### config.mk
export PLATFORM = sky130hd
export DESIGN_NAME = io_space_decode
export DESIGN_NICKNAME = d
export VERILOG_FILES = /design/src/io_space_pkg.sv /design/src/io_space_decode.sv
export VERILOG_INCLUDE_DIRS = /design/src
export SDC_FILE = /design/constraint.sdc
export NUM_CORES = 1
export LEC_CHECK = 0
export BUFFER_PORTS_ARGS = -buffer_cell sky130_fd_sc_hd__buf_2
export CORE_AREA = 2 2 247 249
export CTS_CLUSTER_DIAMETER = 200
export DETAILED_ROUTE_END_ITERATION = 16
export DIE_AREA = 0 0 249 251
export REMOVE_ABC_BUFFERS = 1
export SLEW_MARGIN = 0
export SYNTH_ARGS = -nofsm -noshare
export SYNTH_HDL_FRONTEND = slang
export SYNTH_SLANG_ARGS = --single-unit
### constraint.sdc
create_clock -name CLOCK -period 8.4 [get_ports CLOCK]
set_input_delay 0.42 -clock CLOCK [delete_from_list [all_inputs] [get_ports CLOCK]]
set_output_delay 0.42 -clock CLOCK [all_outputs]
set_load 0.005 [all_outputs]
### src/io_space_regs.svh
// Register offsets, bit masks and decode limits of the low I/O space.
// Assumes inclusion by bare name from each design file that needs them.
`ifndef IO_SPACE_REGS_SVH
`define IO_SPACE_REGS_SVH

// ----------------------------------------------------------------------
// Address limits
// ----------------------------------------------------------------------
`define IO_TOP          6'h3F
`define BIT_TOP         6'h1F
`define DATA_OFFSET     8'h20
`define EXT_BASE        8'h60

// ----------------------------------------------------------------------
// Register offsets (I/O addresses)
// ----------------------------------------------------------------------
`define A_PB_PIN        6'h03
`define A_PB_DIR        6'h04
`define A_PB_OUT        6'h05
`define A_PC_PIN        6'h06
`define A_PC_DIR        6'h07
`define A_PC_OUT        6'h08
`define A_PD_PIN        6'h09
`define A_PD_DIR        6'h0A
`define A_PD_OUT        6'h0B
`define A_PE_PIN        6'h0C
`define A_PE_DIR        6'h0D
`define A_PE_OUT        6'h0E
`define A_T0_FLAGS      6'h15
`define A_T1_FLAGS      6'h16
`define A_SCRATCH1      6'h19
`define A_SCRATCH2      6'h1A
`define A_SCRATCH3      6'h1B
`define A_EXT_FLAGS     6'h1C
`define A_EXT_MASK      6'h1D
`define A_SCRATCH0      6'h1E
`define A_EE_CTRL       6'h1F
`define A_EE_DATA       6'h20
`define A_EE_ADDR_LO    6'h21
`define A_EE_ADDR_HI    6'h22
`define A_TMR_GCTRL     6'h23
`define A_T0_CTRL_A     6'h24
`define A_T0_CTRL_B     6'h25
`define A_T0_COUNT      6'h26
`define A_T0_CMP_A      6'h27
`define A_T0_CMP_B      6'h28
`define A_PLL_CS        6'h29
`define A_SP_CTRL       6'h2C
`define A_SP_STAT       6'h2D
`define A_SP_DATA       6'h2E
`define A_CMP_STAT      6'h30
`define A_SLEEP_CTRL    6'h33
`define A_RST_CAUSE     6'h34
`define A_CORE_CTRL     6'h35
`define A_SELFPROG      6'h37

// ----------------------------------------------------------------------
// Implemented bit masks; reserved bits are zero
// ----------------------------------------------------------------------
`define M_NONE          8'h00
`define M_FULL          8'hFF
`define M_PE            8'h07
`define M_T0_FLAGS      8'h07
`define M_T1_FLAGS      8'h27
`define M_LOW_NIBBLE    8'h0F
`define M_TMR_GCTRL     8'hC1
`define M_T0_CTRL_A     8'hF3
`define M_T0_CTRL_B     8'hCF
`define M_PLL_CS        8'h07
`define M_SP_STAT       8'hC1
`define M_CMP_STAT      8'hF7
`define M_CORE_CTRL     8'h93
`define M_SELFPROG      8'hDF

// ----------------------------------------------------------------------
// Write-one-to-clear flag masks
// ----------------------------------------------------------------------
`define W1C_CMP_STAT    8'h70

`endif

### src/io_space_pkg.sv
// Types shared by the I/O space decoder and its surroundings.
// Assumes the core issues one request at a time and watches BUSY.
package io_space_pkg;

    typedef enum logic [2:0] {
        OP_IO_READ  = 3'h0,
        OP_IO_WRITE = 3'h1,
        OP_BIT_SET  = 3'h2,
        OP_BIT_CLR  = 3'h3,
        OP_BIT_TEST = 3'h4,
        OP_MEM_LOAD = 3'h5,
        OP_MEM_WRITE = 3'h6
    } op_t;

    typedef enum logic [1:0] {
        S_IDLE     = 2'b01,
        S_EXT_WAIT = 2'b10
    } state_t;

    typedef struct packed {
        logic       valid;
        op_t        op;
        logic [7:0] addr;
        logic [2:0] bit_sel;
        logic [7:0] wdata;
    } core_req_t;

    typedef struct packed {
        logic       ack;
        logic [7:0] rdata;
        logic       bit_val;
    } core_rsp_t;

    typedef struct packed {
        logic [7:0] b;
        logic [7:0] c;
        logic [7:0] d;
        logic [7:0] e;
    } pin_level_t;

    typedef struct packed {
        logic [7:0] t0;
        logic [7:0] t1;
        logic [7:0] ei;
        logic [7:0] ac;
    } flag_evt_t;

    typedef struct packed {
        logic       req;
        logic       we;
        logic [7:0] addr;
        logic [7:0] wdata;
    } ext_req_t;

endpackage : io_space_pkg

### src/io_space_decode.sv
// Low I/O register space: port, bit and data-space access decode.
// Assumes a core on CLOCK that holds REQ while BUSY, and extended
// registers outside that answer with EXT_ACK on the same clock.
//
// Overview of operation
// Software writes zero to reserved bits for forward compatibility.
// Software never writes reserved I/O addresses.
// Single-bit set and clear work on I/O addresses up to 0x1F.
// One selected bit of addresses up to 0x1F is returned for skip tests.
// Some status flags clear on writing one; writing zero leaves them.
// A single-bit set or clear touches only the addressed bit.
// Port instructions decode a 6-bit address, 0x00 to 0x3F.
// Data-space access sees each register at I/O address plus 0x20.
// Extended range 0x60 to 0xFF only by data-space load and write.
// Reserved addresses and bits read zero and ignore writes.
// A bit operation updates its register in one clock edge.
`timescale 1ns/1ns
`include "io_space_regs.svh"

module io_space_decode (
    input  wire logic                     CLOCK,
    input  wire logic                     RST,
    input  wire io_space_pkg::core_req_t  REQ,
    output logic                          BUSY,
    output io_space_pkg::core_rsp_t       RSP,
    input  wire io_space_pkg::pin_level_t PIN_LEVEL,
    input  wire io_space_pkg::flag_evt_t  FLAG_EVT,
    output io_space_pkg::ext_req_t        EXT_OUT,
    input  wire logic                     EXT_ACK,
    input  wire logic [7:0]               EXT_RDATA,
    output logic [63:0][7:0]              IO_VIEW
);

    // ------------------------------------------------------------------
    // Per-address tables
    // ------------------------------------------------------------------
    function automatic logic [7:0] impl_mask(input logic [5:0] a);
        logic [7:0] m;
        m = `M_NONE;
        if (a == `A_PB_PIN || a == `A_PB_DIR || a == `A_PB_OUT) begin
            m = `M_FULL;
        end else if (a == `A_PC_PIN || a == `A_PC_DIR || a == `A_PC_OUT) begin
            m = `M_FULL;
        end else if (a == `A_PD_PIN || a == `A_PD_DIR || a == `A_PD_OUT) begin
            m = `M_FULL;
        end else if (a == `A_PE_PIN || a == `A_PE_DIR || a == `A_PE_OUT) begin
            m = `M_PE;
        end else if (a == `A_T0_FLAGS) begin
            m = `M_T0_FLAGS;
        end else if (a == `A_T1_FLAGS) begin
            m = `M_T1_FLAGS;
        end else if (a == `A_SCRATCH0 || a == `A_SCRATCH1) begin
            m = `M_FULL;
        end else if (a == `A_SCRATCH2 || a == `A_SCRATCH3) begin
            m = `M_FULL;
        end else if (a == `A_EXT_FLAGS || a == `A_EXT_MASK) begin
            m = `M_LOW_NIBBLE;
        end else if (a == `A_EE_CTRL || a == `A_EE_ADDR_HI) begin
            m = `M_LOW_NIBBLE;
        end else if (a == `A_EE_DATA || a == `A_EE_ADDR_LO) begin
            m = `M_FULL;
        end else if (a == `A_TMR_GCTRL) begin
            m = `M_TMR_GCTRL;
        end else if (a == `A_T0_CTRL_A) begin
            m = `M_T0_CTRL_A;
        end else if (a == `A_T0_CTRL_B) begin
            m = `M_T0_CTRL_B;
        end else if (a == `A_T0_COUNT || a == `A_T0_CMP_A || a == `A_T0_CMP_B) begin
            m = `M_FULL;
        end else if (a == `A_PLL_CS) begin
            m = `M_PLL_CS;
        end else if (a == `A_SP_CTRL || a == `A_SP_DATA) begin
            m = `M_FULL;
        end else if (a == `A_SP_STAT) begin
            m = `M_SP_STAT;
        end else if (a == `A_CMP_STAT) begin
            m = `M_CMP_STAT;
        end else if (a == `A_SLEEP_CTRL || a == `A_RST_CAUSE) begin
            m = `M_LOW_NIBBLE;
        end else if (a == `A_CORE_CTRL) begin
            m = `M_CORE_CTRL;
        end else if (a == `A_SELFPROG) begin
            m = `M_SELFPROG;
        end
        return m;
    endfunction : impl_mask

    function automatic logic is_pin(input logic [5:0] a);
        return a == `A_PB_PIN || a == `A_PC_PIN ||
               a == `A_PD_PIN || a == `A_PE_PIN;
    endfunction : is_pin

    function automatic logic [7:0] w1c_mask(input logic [5:0] a);
        logic [7:0] m;
        m = `M_NONE;
        if (a == `A_T0_FLAGS) begin
            m = `M_T0_FLAGS;
        end else if (a == `A_T1_FLAGS) begin
            m = `M_T1_FLAGS;
        end else if (a == `A_EXT_FLAGS) begin
            m = `M_LOW_NIBBLE;
        end else if (a == `A_CMP_STAT) begin
            m = `W1C_CMP_STAT;
        end
        return m;
    endfunction : w1c_mask

    // ------------------------------------------------------------------
    // Pin synchronisers
    // ------------------------------------------------------------------
    io_space_pkg::pin_level_t pin_s1_r;
    io_space_pkg::pin_level_t pin_s2_r;

    always_ff @(posedge CLOCK or posedge RST) begin
        if (RST) begin
            pin_s1_r <= '0;
            pin_s2_r <= '0;
        end else begin
            pin_s1_r <= PIN_LEVEL;
            pin_s2_r <= pin_s1_r;
        end
    end

    // ------------------------------------------------------------------
    // Request decode
    // ------------------------------------------------------------------
    io_space_pkg::state_t state_r;
    io_space_pkg::state_t state_nxt;
    logic                 take;
    logic                 port_op;
    logic                 mem_op;
    logic                 bit_op;
    logic                 io_hit;
    logic                 ext_hit;
    logic                 wr_hit;
    logic [5:0]           io_idx;
    logic [7:0]           wen;
    logic [7:0]           wv;
    logic [7:0]           rd_val;
    logic [7:0]           pin_val;
    logic                 bit_ok;
    logic [7:0]           mem_rel;

    always_comb begin
        take    = REQ.valid && (state_r == io_space_pkg::S_IDLE);
        bit_op  = REQ.op == io_space_pkg::OP_BIT_SET ||
                  REQ.op == io_space_pkg::OP_BIT_CLR ||
                  REQ.op == io_space_pkg::OP_BIT_TEST;
        port_op = bit_op || REQ.op == io_space_pkg::OP_IO_READ ||
                  REQ.op == io_space_pkg::OP_IO_WRITE;
        mem_op  = REQ.op == io_space_pkg::OP_MEM_LOAD ||
                  REQ.op == io_space_pkg::OP_MEM_WRITE;
        mem_rel = REQ.addr - `DATA_OFFSET;
        // Port forms only carry six bits, so they never reach 0x60 up
        io_idx  = port_op ? REQ.addr[5:0] : mem_rel[5:0];
        ext_hit = mem_op && REQ.addr >= `EXT_BASE;
        io_hit  = port_op ||
                  (mem_op && REQ.addr >= `DATA_OFFSET && !ext_hit);
        bit_ok  = io_idx <= `BIT_TOP;
        wr_hit  = take && io_hit &&
                  (REQ.op == io_space_pkg::OP_IO_WRITE ||
                   REQ.op == io_space_pkg::OP_MEM_WRITE ||
                   ((REQ.op == io_space_pkg::OP_BIT_SET ||
                     REQ.op == io_space_pkg::OP_BIT_CLR) && bit_ok));
        wen = bit_op ? (8'h01 << REQ.bit_sel) : 8'hFF;
        if (REQ.op == io_space_pkg::OP_BIT_SET) begin
            wv = 8'hFF;
        end else if (REQ.op == io_space_pkg::OP_BIT_CLR) begin
            wv = 8'h00;
        end else begin
            wv = REQ.wdata;
        end
        if (io_idx == `A_PB_PIN) begin
            pin_val = pin_s2_r.b;
        end else if (io_idx == `A_PC_PIN) begin
            pin_val = pin_s2_r.c;
        end else if (io_idx == `A_PD_PIN) begin
            pin_val = pin_s2_r.d;
        end else begin
            pin_val = pin_s2_r.e;
        end
        rd_val = `M_NONE;
        if (io_hit) begin
            rd_val = (is_pin(io_idx) ? pin_val : IO_VIEW[io_idx])
                     & impl_mask(io_idx);
        end
    end

    // ------------------------------------------------------------------
    // Register storage, one entry per I/O address
    // ------------------------------------------------------------------
    for (genvar i = 0; i <= `IO_TOP; i++) begin : g_reg
        logic [7:0] q_r;
        logic [7:0] q_nxt;
        logic [7:0] sel;
        logic [7:0] wm;
        logic [7:0] cm;
        logic [7:0] evt;

        always_comb begin
            // Pin addresses have no storage: their write mask stays zero
            wm  = is_pin(6'(i)) ? `M_NONE : impl_mask(6'(i));
            cm  = w1c_mask(6'(i));
            sel = (wr_hit && io_idx == 6'(i)) ? wen : 8'h00;
            if (6'(i) == `A_T0_FLAGS) begin
                evt = FLAG_EVT.t0;
            end else if (6'(i) == `A_T1_FLAGS) begin
                evt = FLAG_EVT.t1;
            end else if (6'(i) == `A_EXT_FLAGS) begin
                evt = FLAG_EVT.ei;
            end else if (6'(i) == `A_CMP_STAT) begin
                evt = FLAG_EVT.ac;
            end else begin
                evt = 8'h00;
            end
            q_nxt = (q_r & ~(sel & wm & ~cm)) | (wv & sel & wm & ~cm);
            q_nxt = q_nxt & ~(sel & wv & cm);
            // Event in the clearing cycle is kept
            q_nxt = q_nxt | (evt & cm);
        end

        always_ff @(posedge CLOCK or posedge RST) begin
            if (RST) begin
                q_r <= 8'h00;
            end else begin
                q_r <= q_nxt;
            end
        end

        assign IO_VIEW[i] = q_r;
    end

    // ------------------------------------------------------------------
    // Answer and extended access
    // ------------------------------------------------------------------
    io_space_pkg::core_rsp_t rsp_r;
    io_space_pkg::core_rsp_t rsp_nxt;
    io_space_pkg::ext_req_t  ext_r;
    io_space_pkg::ext_req_t  ext_nxt;

    always_comb begin
        state_nxt = state_r;
        rsp_nxt   = '0;
        ext_nxt   = ext_r;
        case (state_r)
            io_space_pkg::S_IDLE: begin
                if (take && ext_hit) begin
                    ext_nxt.req   = 1'b1;
                    ext_nxt.we    = REQ.op == io_space_pkg::OP_MEM_WRITE;
                    ext_nxt.addr  = REQ.addr;
                    ext_nxt.wdata = REQ.wdata;
                    state_nxt     = io_space_pkg::S_EXT_WAIT;
                end else if (take) begin
                    rsp_nxt.ack   = 1'b1;
                    rsp_nxt.rdata = rd_val;
                    // Skip tests only see the low 32 addresses
                    rsp_nxt.bit_val = bit_op && bit_ok && io_hit &&
                                      rd_val[REQ.bit_sel];
                end
            end
            io_space_pkg::S_EXT_WAIT: begin
                if (EXT_ACK) begin
                    ext_nxt.req   = 1'b0;
                    rsp_nxt.ack   = 1'b1;
                    rsp_nxt.rdata = ext_r.we ? 8'h00 : EXT_RDATA;
                    state_nxt     = io_space_pkg::S_IDLE;
                end
            end
            default: begin
                state_nxt   = io_space_pkg::S_IDLE;
                ext_nxt.req = 1'b0;
            end
        endcase
    end

    always_ff @(posedge CLOCK or posedge RST) begin
        if (RST) begin
            state_r <= io_space_pkg::S_IDLE;
            rsp_r   <= '0;
            ext_r   <= '0;
        end else begin
            state_r <= state_nxt;
            rsp_r   <= rsp_nxt;
            ext_r   <= ext_nxt;
        end
    end

    assign BUSY    = state_r != io_space_pkg::S_IDLE;
    assign RSP     = rsp_r;
    assign EXT_OUT = ext_r;

endmodule : io_space_decode

# [After elaboration in Yosys (flattened, before gate mapping)]
# Index checks and enable logic that the tools add are counted.
[word_totals] reg_bits=374 latch_bits=0 ramBits=0 mem_bits_ro=0 input_bits=98 memories=0
[classes] n_addsub=1 multipliers=0 n_div=0 magnitude_cmp=5 eq_ne=50 shifts=1 n_mux=83 bitwise_logic=144 n_reduce_logical=78
[op_table] cell="AND 8 bit" n=61
[op_table] cell="two-way mux 8 bit" n=57
[op_table] cell="NOT 8 bit" n=24
[op_table] cell="bitwise OR 8 bit" n=24
[op_table] cell="equality test 6 bit (second input constant)" n=18
[op_table] cell="equality test 6 x 5 -> 1 bit (second input constant)" n=9
[op_table] cell="binary-select mux 8 bit (select 6 bit)" n=1
[op_table] cell="NOT 4 -> 8 bit" n=6
[op_table] cell="bitwise OR 8 x 4 -> 8 bit" n=6
[op_table] cell="logical AND 1 bit" n=46
[op_table] cell="equality test 6 x 4 -> 1 bit (second input constant)" n=7
[op_table] cell="NOT 3 -> 8 bit" n=4
[op_table] cell="bitwise OR 8 x 3 -> 8 bit" n=4
[op_table] cell="logical OR 1 bit" n=28
[op_table] cell="AND 4 bit" n=6
[op_table] cell="equality test 6 x 3 -> 1 bit (second input constant)" n=4
[op_table] cell="two-way mux 4 bit" n=6
[op_table] cell="two-way mux 10 bit" n=2
[op_table] cell="two-way mux 18 bit" n=1
[op_table] cell="case mux 9 bit (2 select lines)" n=1
[op_table] cell="AND 3 bit" n=4
[op_table] cell="two-way mux 3 bit" n=4
[op_table] cell="two-way mux 6 bit" n=2
[op_table] cell="equality test 3 bit (second input constant)" n=3
[op_table] cell="other kinds (28)" n=34

# [Longest topological paths before layout]
# Gate-level depths: netlist of the first run.
[depth] ltp_word=38 ltp_mapped=12

# [Least setup slack after synthesis of the first run]
# OpenSTA, ideal clock, no wires.
[synth_timing] kind="input port to flip-flop" from="input port REQ[11] (netlist name)" to="register rsp_r (netlist bit RSP[0])" setup_time_ps=120 t_arrival_ps=2387 required_time_ps=8280 slack_ps=5892 cell_stages=11 path_cell_list="buf_2 > buf_4 > buf_4 > buf_4 > a221oi_1 > o2bb2ai_1 > a2111oi_0 > o211ai_1 > a221oi_1 > a311oi_1 > o211a_1"
[synth_lines] element="start: declaration" line_no="io_space_decode.sv:23" text="input wire io_space_pkg::core_req_t REQ,"
[synth_lines] element="end signal: assignment" line_no="io_space_decode.sv:283" text="rsp_r <= rsp_nxt;"
[synth_lines] element="end: declaration" line_no="io_space_decode.sv:236" text="io_space_pkg::core_rsp_t rsp_r;"

==> key figures, run 1 <==
Cells and area
  • Util after Layout: 32.2%
  • Fin area: 19200 um^2
  • Layout cells sized above 1: 28.8%
  • Most frequent cells in the layout: buf_2 (319), dfrtp_1 (305), conb_1 (300)
  • Commonest non-fill, non-tap cell in the layout: buf_2
  • Area grow syn2layout: 16.0%
  • # nets final: 2051

Power
  • Internal power: 2.78 mW
  • Worst vdd rail ir drop: 0.146 mV
  • Psw: 1.26 mW
  • Power Density: roughly 210 nW/um^2
  • Switching Share: 31.1%
  • Clock Power Share: 38.3%
  • LEAKAGE: 9.47 nW
  • Combinational power share: 18.9%
  • Sequential Power Share: 42.8%

Timing
  • TNS Setup: 0 ps
  • Setup-failing EPs final: 0
  • Pins Over Slew Limit: 0
  • Period minus WS final: 3890 ps
  • Final worst path period share: 46.3%
  • Worst rel slew slack: between 10% and 20%
  • Layout Skew: 21.5 ps
  • Final Hold Violating Endpoints: 0
  • Worst setup margin: approximately 4500 ps
  • Worst-Margin Slew: 1300 ps
  • Fmax: 0.257 GHz
  • RSZ-0062 raised after global routing: false

Place
  • HPWL Detailed: 50.7 mm
  • Routability cong.: about 0.91
  • Placed cell area: about 18000 um^2
  • IO Port Bufs: 320
  • DP Worst Slack: 4210 ps

Route
  • Post-route ant nets: 0
  • Via count: 13394
  • Total routed wirelength: between 60 and 70 mm
  • Vias per inst: 4.85
  • DRC Markers: 0
  • WL/cell: 24.4 um
  • Starting DRT DRC Count: 1254
  • DRT Pass-1 Iters: 6

Hold path
  • Hold/Removal Path Class: in -> reg
  • Hold depth: 1

Critical path
  • Critical path arrival: 4310 ps
  • Slowest stage delay, CP: 1010 ps
  • Crit end category: flop
  • Crit Path Max Fanout: 38
  • Critical path type: in -> reg
  • R2r worst-path depth: 8
  • Top delay family on crit path: compound AO/OA/AOI/OAI gates
  • Crit path launch: REQ[12]
  • Cell mode on critical path: buf_4
  • CP startpoint kind: input pin
  • Critical-path cell list: buf_4 -> buf_4 -> nor2_1 -> buf_4 -> a221oi_1 -> o2bb2ai_1 -> a2111oi_0 -> o211ai_1 -> a221oi_1 -> a311oi_1 -> o211a_1
  • Reg2Reg Setup Slack: 5100 ps
  • Required time worst endpoint: 8820 ps
  • Worst Setup EP: RSP[0]$_DFF_PP0_
  • WP buf/inv: 3
  • CP max-delay cell: a2111oi_0
  • Worst path depth: 11
  • Critical R2R Capture: RSP[0]$_DFF_PP0_

Clock tree
  • Worst-Skew Late Latency: around 540 ps
  • Cts repair resizes: 0
  • # Post-CTS Setup Buffers: 0
  • Hold_buf cts: 28
  • TritonCTS buffer count: 34
  • Clock Sinks: 306
  • Longest Clk Path Bufs: 3
  • H-tree levels: 2
  • Root buf cell: clkbuf_16
  • Clock edge transition at the registers on the reported setup and hold paths: about 60 ps
  • CTS tree: done

Global route
  • Vias in the first global route: 12826
  • Total GRT Usage: 20.7%
  • First-pass GRT wire length: 94.2 mm
  • Grt ovf: 0
  • Largest net degree at the start of global routing: 189
  • Initial antenna violation count: 6

Synth
  • Syn Area/Cell: 10.1 um^2
  • Top FF cell, synth: dfrtp_1
  • Synth Register Bits: just over 300
  • Post-synthesis sequential area ratio: 46.2%
  • Top cell type's share of synthesized area: 46.0%
  • Synth Instances: 1642
  • Syn. warnings: 0
  • Distinct cells, synth: 84
  • Synth area leaders: dfrtp_1 (46%), buf_4 (14%), mux2_2 (8.6%), nand2_1 (5.1%), o21ai_0 (3.5%)
  • Number of synthesized flops with an enable pin: 0
  • Top cell type by total area after synthesis: dfrtp_1
  • Synth Cell Area: 16600 um^2
  • Post-synthesis async set-or-reset flop share: 100%

Job
  • Number of max-cap violations: 0

Floorplanning
  • Full die area: between 60000 and 70000 um^2
  • Initial cell density of the core: 27.7%
  • Chip height: between 200 and 300 um
  • Core ar.: 59800 um^2
  • Ports: 639
  • Die X: 249 um
  • Num rows: 90

Outcome
  • Status: finished, final reports clean
-- cell families after synthesis --
| logic type | count (synthesis) | synth area share (%) |
|---|---|---|
| xor+xnor | 4 | 0.302 |
| buf+inv | 412 | 16.5 |
| flops | 306 | 46.2 |
| simple gates | 404 | 11.3 |
| mux | 168 | 11.6 |
| other cells | 1 | 0.0226 |
| compound gates | 345 | 13.8 |
| fa+ha+maj | 2 | 0.151 |
-- power by group through the flow --
stage	sequential [mW]	clock [mW]	combinational, mW
3_5_place_dp	1.76	0	0.752
6_report	1.73	1.55	0.762
5_1_grt	1.75	1.62	0.825
3_3_place_gp	1.75	0	0.744
2_1_floorplan	1.74	0	0.320
4_1_cts	1.73	1.57	0.764
-- how the worst min path moves through the flow --
stage / start / to
2_1_floorplan: pin_s1_r[0]$_DFF_PP0_ / pin_s2_r[0]$_DFF_PP0_
3_3_place_gp: pin_s1_r[19]$_DFF_PP0_ / pin_s2_r[19]$_DFF_PP0_
3_5_place_dp: pin_s1_r[14]$_DFF_PP0_ / pin_s2_r[14]$_DFF_PP0_
4_1_cts: PIN_LEVEL[31] / pin_s1_r[31]$_DFF_PP0_
5_1_grt: PIN_LEVEL[31] / pin_s1_r[31]$_DFF_PP0_
6_report: PIN_LEVEL[8] / pin_s1_r[8]$_DFF_PP0_
-- area by class of cell --
cell class / instances / area (um^2)
well taps: 782 / 978
fillers: 6138 / 40600
inverters: 15 / 63.8
multi-input cells: 1223 / 7310
diodes: 2 / 5.00
repair buffers: 371 / 2070
flip-flops and latches: 306 / 7660
clock buffers: 42 / 962
clock inverters: 19 / 188
-- worst register-to-register path, delay by kind of cell (launching register included) --
kind	cells	cell delay [ps]
muxes	1	290
AOI/OAI and AO/OA	7	2490
DFF	1	400
-- cell usage after synthesis, types with 5 or more instances --
library cell / number
a21o_1: 17
a21oi_1: 35
a221oi_1: 19
a22o_1: 7
a22oi_1: 20
a31oi_1: 18
a32oi_1: 7
and2_1: 6
and3_1: 7
buf_1: 6
buf_2: 27
buf_4: 308
clkbuf_1: 55
dfrtp_1: 305
inv_1: 14
mux2_2: 126
mux2i_1: 32
mux4_2: 7
nand2_1: 225
nand2b_1: 12
nand3_1: 29
nor2_1: 52
nor2b_1: 12
nor3_1: 15
nor3_2: 5
o211ai_1: 10
o21a_1: 10
o21ai_0: 117
o21ai_1: 9
o221ai_1: 7
o22ai_1: 11
o2bb2ai_1: 5
o31ai_1: 7
o32ai_1: 5
or2_2: 5
or3_1: 5
-- stage by stage --
step	power (mW)	cells	hold WS, ps
floorplan	2.06	1544	331
global route	4.20	2759	5.08
finish	4.04	2760	18.5
global placement	2.49	2668	337
detailed placement	2.51	2668	335
CTS	4.07	2757	1.86
-- layer usage --
metal	routed length, um	vias to the layer above	global-route usage [%]
met3	6530	132	6.42
met1	24300	6727	23.3
met5	0	-	0
li1	-	5792	-
met4	3040	0	8.64
met2	33500	743	36.2
No activity file was read; power rests on OpenSTA's default activity.
==> inputs of run 2 (changes only) <==
- CORE_AREA: 2 2 247 249 -> 2 2 248 250
- DIE_AREA: 0 0 249 251 -> 0 0 250 252
- clock period: 8.4 -> 3.7 ns (I/O delays scaled with it)
==> run 2 against run 1 <==
Net effect:
- final cell count is 3.6% higher
- first-iteration DRC count is 16% lower
- die area is 0.80% higher
- combinational power is 130% higher
- count of clock-buffer cells in the layout is 5 higher
- sequential power is 130% higher
- total power is 140% higher
- worst setup slack worse by 3800 ps
- routed wire length is 2.9% higher
- core utilization is 1.4 points higher
- clock power is 140% higher
- critical path depth is 4 lower
- largest cell class unchanged
==> key figures, run 2 (synthesis results as in run 1) <==
Cells and area
  • Fillcell total: 6187 (was 6138)
  • # nets final: 2147 (was 2051)
  • Layout cells sized above 1: 30.6% (was 28.8%)
  • Non-filler instance count after layout: 2859 (was 2760)
  • Most frequent cells in the layout: buf_2 (319), dfrtp_1 (305), conb_1 (300) (unchanged)
  • Commonest non-fill, non-tap cell in the layout: buf_2 (unchanged)
  • Util after Layout: 33.6% (was 32.2%)
  • Area grow syn2layout: 21.8% (was 16.0%)

Clock tree
  • Longest Clk Path Bufs: 3 (unchanged)
  • Worst-Skew Late Latency: 540 ps (about the same)
  • H-tree levels: 2 (unchanged)
  • Cts repair resizes: 0 (unchanged)
  • Root buf cell: clkbuf_16 (unchanged)
  • Hold_buf cts: 55 (was 28)
  • CTS tree: done (unchanged)
  • Clock edge transition at the registers on the reported setup and hold paths: 60 ps (about the same)
  • TritonCTS buffer count: 35 (was 34)
  • Clock Sinks: 306 (unchanged)
  • # Post-CTS Setup Buffers: 0 (unchanged)

Timing
  • Worst-Margin Slew: 1220 ps (was 1300 ps)
  • Worst setup margin: 698 ps (was 4510 ps)
  • Pins Over Slew Limit: 0 (unchanged)
  • Final Hold Violating Endpoints: 0 (unchanged)
  • TNS Setup: 0 ps (unchanged)
  • Setup-failing EPs final: 0 (unchanged)
  • RSZ-0062 raised after global routing: false (unchanged)
  • Layout Skew: 17.9 ps (was 21.5 ps)
  • Final worst path period share: just over 80%
  • Period minus WS final: about 3000 ps
  • Worst rel slew slack: 18.4% (was 11.4%)
  • Fmax: 0.333 GHz

Route
  • Total routed wirelength: 69.4 mm (was 67.4 mm)
  • DRT Pass-1 Iters: 6 (unchanged)
  • DRC Markers: 0 (unchanged)
  • Via count: 13845 (was 13394)
  • WL/cell: 24.3 um (was 24.4 um)
  • Post-route ant nets: 0 (unchanged)
  • Vias per inst: 4.84 (was 4.85)
  • Starting DRT DRC Count: 1058 (was 1254)

Critical path
  • Slowest stage delay, CP: 620 ps (was 1010 ps)
  • Critical path arrival: 3430 ps (was 4310 ps)
  • WP buf/inv: 0 (was 3)
  • Required time worst endpoint: 4120 ps (was 8820 ps)
  • Critical-path cell list: ha_1 -> nand2_1 -> nor3_2 -> nand2_2 -> nor2_2 -> nand2_1 -> mux2_2 (was buf_4 -> buf_4 -> nor2_1 -> buf_4 -> a221oi_1 -> o2bb2ai_1 -> a2111oi_0 -> o211ai_1 -> a221oi_1 -> a311oi_1 -> o211a_1)
  • Worst path depth: 7 (was 11)
  • Crit end category: flop (unchanged)
  • CP max-delay cell: nor2_2 (was a2111oi_0)
  • Cell mode on critical path: nand2_1 (was buf_4)
  • Top delay family on crit path: simple AND/OR/NAND/NOR gates (was compound AO/OA/AOI/OAI gates)
  • CP startpoint kind: flop (was input pin)
  • Critical path type: reg -> reg (was in -> reg)
  • R2r worst-path depth: 7 (was 8)
  • Crit Path Max Fanout: 9 (was 38)

Power
  • Psw: 2.84 mW (was 1.26 mW)
  • Internal power: 6.70 mW (was 2.78 mW)
  • Sequential Power Share: 41.4% (was 42.8%)
  • Power Density: 472 nW/um^2 (was 210 nW/um^2)
  • LEAKAGE: 9.99 nW (was 9.47 nW)
  • Combinational power share: 18.8% (was 18.9%)
  • Worst vdd rail ir drop: 0.308 mV (was 0.146 mV)
  • Clock Power Share: 39.8% (was 38.3%)
  • Switching Share: 29.8% (was 31.1%)

Floorplanning
  • Num rows: 90 (unchanged)
  • Initial cell density of the core: 27.6% (was 27.7%)
  • Core ar.: 60100 um^2 (was 59800 um^2)
  • Full die area: 63000 um^2 (was 62500 um^2)
  • Ports: 639 (unchanged)
  • Die X: 250 um (was 249 um)
  • Chip height: 252 um (was 251 um)

Job
  • Number of max-cap violations: 0 (unchanged)

Global route
  • First-pass GRT wire length: 96.7 mm (was 94.2 mm)
  • Initial antenna violation count: 8 (was 6)
  • Total GRT Usage: 21.1% (was 20.7%)
  • Largest net degree at the start of global routing: 107 (was 189)
  • Vias in the first global route: 13297 (was 12826)
  • Grt ovf: 0 (unchanged)

Place
  • Routability cong.: 0.959 (was 0.906)
  • HPWL Detailed: 53.6 mm (was 50.7 mm)
  • Cell total after placement: 2737 (was 2668)
  • IO Port Bufs: 320 (unchanged)
  • DP Worst Slack: 561 ps (was 4210 ps)

Hold path
  • Hold depth: 3 (was 1)
  • Hold/Removal Path Class: in -> reg (unchanged)

Outcome
  • Status: finished, final reports clean (unchanged)
==> run 2: final cells by class <==
type	instances	area, um^2	share of cell area, %
Sequential cell	306	7660	37.9
Multi-Input combinational cell	1223	7300	36.2
Timing Repair Buffer	466	2930	14.5
Clock buffer	47	1030	5.12
Tap cell	782	978	4.84
Clock inverter	15	225	1.11
Inverter	15	63.8	0.316
Antenna cell	5	12.5	0.0619
==> run 2: worst paths after layout <==
| kind | from | endpoint | slack [ps] |
|---|---|---|---|
| max in group asynchronous | RST | g_reg[21].q_r[1]$_DFF_PP0_ | 2240 |
| max reg2reg | state_r[0]$_DFFE_PP1P_ | flop | 700 |
| max | state_r[0]$_DFFE_PP1P_ | flop | 700 |
| min in group asynchronous | RST | asynchronous set/reset pin | 350 |
| min reg2reg | pin_s1_r[6]$_DFF_PP0_ | pin_s2_r[6]$_DFF_PP0_ | 350 |
| min | REQ[20] | EXT_OUT[16]$_DFFE_PP0P_ | 10 |
==> run 2: layer usage <==
layer,wire length [um],track usage [%],vias to the layer above,share of wire (%)
li1,-,-,5978,-
met1,25600,24.3,6928,37
met2,34400,36.5,777,50
met3,6010,5.69,160,8.7
met4,3340,9.91,2,4.8
met5,7,0,-,0.010
==> run 2: power by group through the flow <==
| stage | logic, mW | registers (mW) | clock network [mW] |
|---|---|---|---|
| after floorplan | 0.727 | 3.96 | 0 |
| after global placement | 1.72 | 3.99 | 0 |
| after detailed placement | 1.74 | 4.02 | 0 |
| after CTS | 1.79 | 3.96 | 3.85 |
| after global routing | 1.94 | 3.99 | 3.97 |
| final | 1.79 | 3.95 | 3.79 |
==> run 2: worst reg2reg max path, stage by stage, from the launching register on <==
cell and delay (ps):
dfstp_2 530, ha_1 230, nand2_1 120, nor3_2 570
nand2_2 350, nor2_2 620, nand2_1 180, mux2_2 300
==> run 2: metrics by stage <==
stage | cell area [um^2] | power, mW | hold slack, ps
2_1_floorplan | 15000 | 4.68 | 216
3_3_place_gp | 18400 | 5.72 | 294
3_5_place_dp | 18400 | 5.75 | 294
4_1_cts | 20200 | 9.59 | 2.11
5_1_grt | 20200 | 9.89 | 25.0
6_report | 20200 | 9.54 | 13.6
==> inputs of run 3 (changes only) <==
- CORE_AREA: 2 2 248 250 -> 2 2 247 249
- DIE_AREA: 0 0 250 252 -> 0 0 249 251
- clock period: 3.7 -> 2.55 ns (I/O delays scaled with it)
==> run 3 against run 2 <==
Net effect:
- sequential power up 46%
- critical path type is now in -> reg
- largest cell class unchanged
- design area up 7.0%
- via count up 3.8%
==> key figures, run 3 (synthesis results as in run 1) <==
Outcome
  • Status: finished, final reports clean (unchanged)

Clock tree
  • Clock edge transition at the registers on the reported setup and hold paths: 60 ps (about the same)
  • Clock Sinks: 306 (unchanged)
  • # Post-CTS Setup Buffers: 0 (unchanged)
  • TritonCTS buffer count: 30 (was 35)
  • H-tree levels: 1 (was 2)
  • Longest Clk Path Bufs: 3 (unchanged)
  • Worst-Skew Late Latency: 580 ps (was 540 ps)
  • Root buf cell: clkbuf_16 (unchanged)
  • CTS tree: done (unchanged)

Critical path
  • Crit Path Max Fanout: 12 (was 9)
  • Required time worst endpoint: 3010 ps (was 4120 ps)
  • Top delay family on crit path: buffers and inverters (was simple AND/OR/NAND/NOR gates)
  • CP max-delay cell: dlygate4sd3_1 (was nor2_2)
  • Critical-path cell list: dlygate4sd3_1 -> buf_2 -> buf_12 -> xnor2_1 -> o22ai_1 -> a21boi_1 -> nor3_2 -> buf_4 -> nand2_2 -> buf_4 -> nor3_4 -> buf_4 -> nand2_1 -> mux2_1 (was ha_1 -> nand2_1 -> nor3_2 -> nand2_2 -> nor2_2 -> nand2_1 -> mux2_2)
  • CP startpoint kind: input pin (was flop)
  • Critical path arrival: 2920 ps (was 3430 ps)
  • Slowest stage delay, CP: 580 ps (was 620 ps)
  • Critical path type: in -> reg (was reg -> reg)
  • WP buf/inv: 6 (was 0)
  • Crit end category: flop (unchanged)
  • Cell mode on critical path: buf_4 (was nand2_1)
  • Worst path depth: 14 (was 7)
  • R2r worst-path depth: 9 (was 7)

Floorplanning
  • Core ar.: 59800 um^2 (was 60100 um^2)
  • Num rows: 90 (unchanged)
  • Initial cell density of the core: 27.7% (was 27.6%)
  • Chip height: 251 um (was 252 um)
  • Full die area: 62500 um^2 (was 63000 um^2)
  • Die X: 249 um (was 250 um)
  • Ports: 639 (unchanged)

Global route
  • First-pass GRT wire length: 99.2 mm (was 96.7 mm)
  • Largest net degree at the start of global routing: 77 (was 107)
  • Initial antenna violation count: 3 (was 8)
  • Total GRT Usage: 21.6% (was 21.1%)
  • Vias in the first global route: 13877 (was 13297)
  • Grt ovf: 0 (unchanged)

Timing
  • RSZ-0062 raised after global routing: true (was false)
  • Worst rel slew slack: 34.8% (was 18.4%)
  • Period minus WS final: 2460 ps
  • Worst setup margin: 85.7 ps (was 698 ps)
  • Final worst path period share: 96.6%
  • Worst-Margin Slew: 978 ps (was 1220 ps)
  • Setup-failing EPs final: 0 (unchanged)
  • Final Hold Violating Endpoints: 0 (unchanged)
  • Layout Skew: 10.1 ps (was 17.9 ps)
  • Fmax: 0.406 GHz
  • Pins Over Slew Limit: 0 (unchanged)

Cells and area
  • Most frequent cells in the layout: buf_2 (319), dfrtp_1 (305), conb_1 (300) (unchanged)
  • Multi-input logic area: 7380 um^2 (was 7300 um^2)
  • Fillcell total: 5986 (was 6187)
  • Layout cells sized above 1: 35.6% (was 30.6%)
  • Commonest non-fill, non-tap cell in the layout: buf_2 (unchanged)
  • Fin area: 21600 um^2 (was 20200 um^2)
  • # nets final: 2320 (was 2147)
  • Area grow syn2layout: 30.4% (was 21.8%)
  • Register area: 7660 um^2 (unchanged)

Route
  • Via count: 14370 (was 13845)
  • Starting DRT DRC Count: 979 (was 1058)
  • DRC Markers: 0 (unchanged)
  • WL/cell: 23.3 um (was 24.3 um)
  • Post-route ant nets: 0 (unchanged)
  • DRT Pass-1 Iters: 7 (was 6)
  • Vias per inst: 4.75 (was 4.84)
  • Total routed wirelength: 70.6 mm (was 69.4 mm)

Place
  • DP Worst Slack: -371 ps (was 561 ps)
  • Placed cell area: 19700 um^2 (was 18400 um^2)
  • HPWL Detailed: 56.5 mm (was 53.6 mm)
  • IO Port Bufs: 320 (unchanged)
  • Routability cong.: 0.958 (was 0.959)

Hold path
  • Hold depth: 3 (unchanged)
  • Hold/Removal Path Class: in -> reg (unchanged)

Power
  • Internal power: 9.73 mW (was 6.70 mW)
  • Total power: 13.8 mW (was 9.54 mW)
  • Psw: 4.08 mW (was 2.84 mW)
  • Power Density: 638 nW/um^2 (was 472 nW/um^2)
  • Worst vdd rail ir drop: 0.470 mV (was 0.308 mV)
  • LEAKAGE: 10.9 nW (was 9.99 nW)
  • Sequential Power Share: 41.9% (was 41.4%)
  • Combinational power share: 20.5% (was 18.8%)
  • Clock Power Share: 37.6% (was 39.8%)
  • Switching Share: 29.5% (was 29.8%)

Job
  • Number of max-cap violations: 0 (unchanged)
[run 3: cell types whose count changed in the layout (fill, tap and decap cells not counted), sizes merged]
cell and change:
clkinv +1, bufinv +4, diode -3, dlygate4sd3 +13, clkinvlp -1, buf +165, clkbuf -11, inv +1
[run 3: layout make-up]
cell class / instances / area share (%)
flip-flops and latches: 306 / 35.4
multi-input cells: 1223 / 34.1
diodes: 2 / 0.0231
inverters: 15 / 0.295
clock inverters: 20 / 1.61
repair buffers: 644 / 20.3
clock buffers: 36 / 3.72
well taps: 782 / 4.53
[run 3: tightest hold or removal path: cells and delay by family]
kind | cells | cell delay, ps
AO/OA/AOI/OAI | 1 | 250
buffers and inverters | 1 | 150
AND/OR/NAND/NOR | 1 | 40
[run 3: what timing repair did]
action / 4_1_cts / 5_1_grt
endpoints found under the hold margin: 124 / 0
hold buffers: 68 / 0
resized for setup: 3 / 9
setup endpoints to repair: 1 / 8
pin swaps: 0 / 3
cloned: 0 / 0
[run 3: final timing paths]
check	from	end	slack (ps)
max	REQ[16]	flop	90
min	EXT_RDATA[3]	RSP[4]$_DFF_PP0_	20
max reg2reg	flop	RSP[0]$_DFF_PP0_	110
min reg2reg	pin_s1_r[23]$_DFF_PP0_	pin_s2_r[23]$_DFF_PP0_	350
max in group asynchronous	RST	EXT_OUT[12]$_DFFE_PP0P_	1530
min in group asynchronous	RST	asynchronous set/reset pin	150
[run 3: per-layer routing]
metal / part of all wire [%] / vias to the layer above / track usage, % / routed length, um
li1: - / 6326 / - / -
met1: 38 / 7147 / 25.3 / 26500
met2: 50 / 749 / 38.1 / 35200
met3: 7.6 / 148 / 4.52 / 5370
met4: 5.0 / 0 / 9.70 / 3550
met5: 0 / - / 0 / 0
[run 3: per-stage QoR]
step                      hold slack (ps)  TNS (ps)  std cells  util (%)
after floorplan                       159  -1848950       1544         -
after global placement                213     -1200       2902      32.9
after detailed placement              218     -1210       2902      32.9
after CTS                            3.30         0       3026      36.0
after global routing                 12.6     -50.2       3028      36.2
final                                25.0         0       3028      36.2
[run 3: power by group through the flow]
stage               logic (mW)  registers (mW)  clock network, mW
detailed placement        2.72            5.87                  0
global route              3.06            5.82               5.46
floorplan                 1.05            5.74                  0
finish                    2.83            5.78               5.19
global placement          2.70            5.85                  0
CTS                       2.81            5.78               5.27
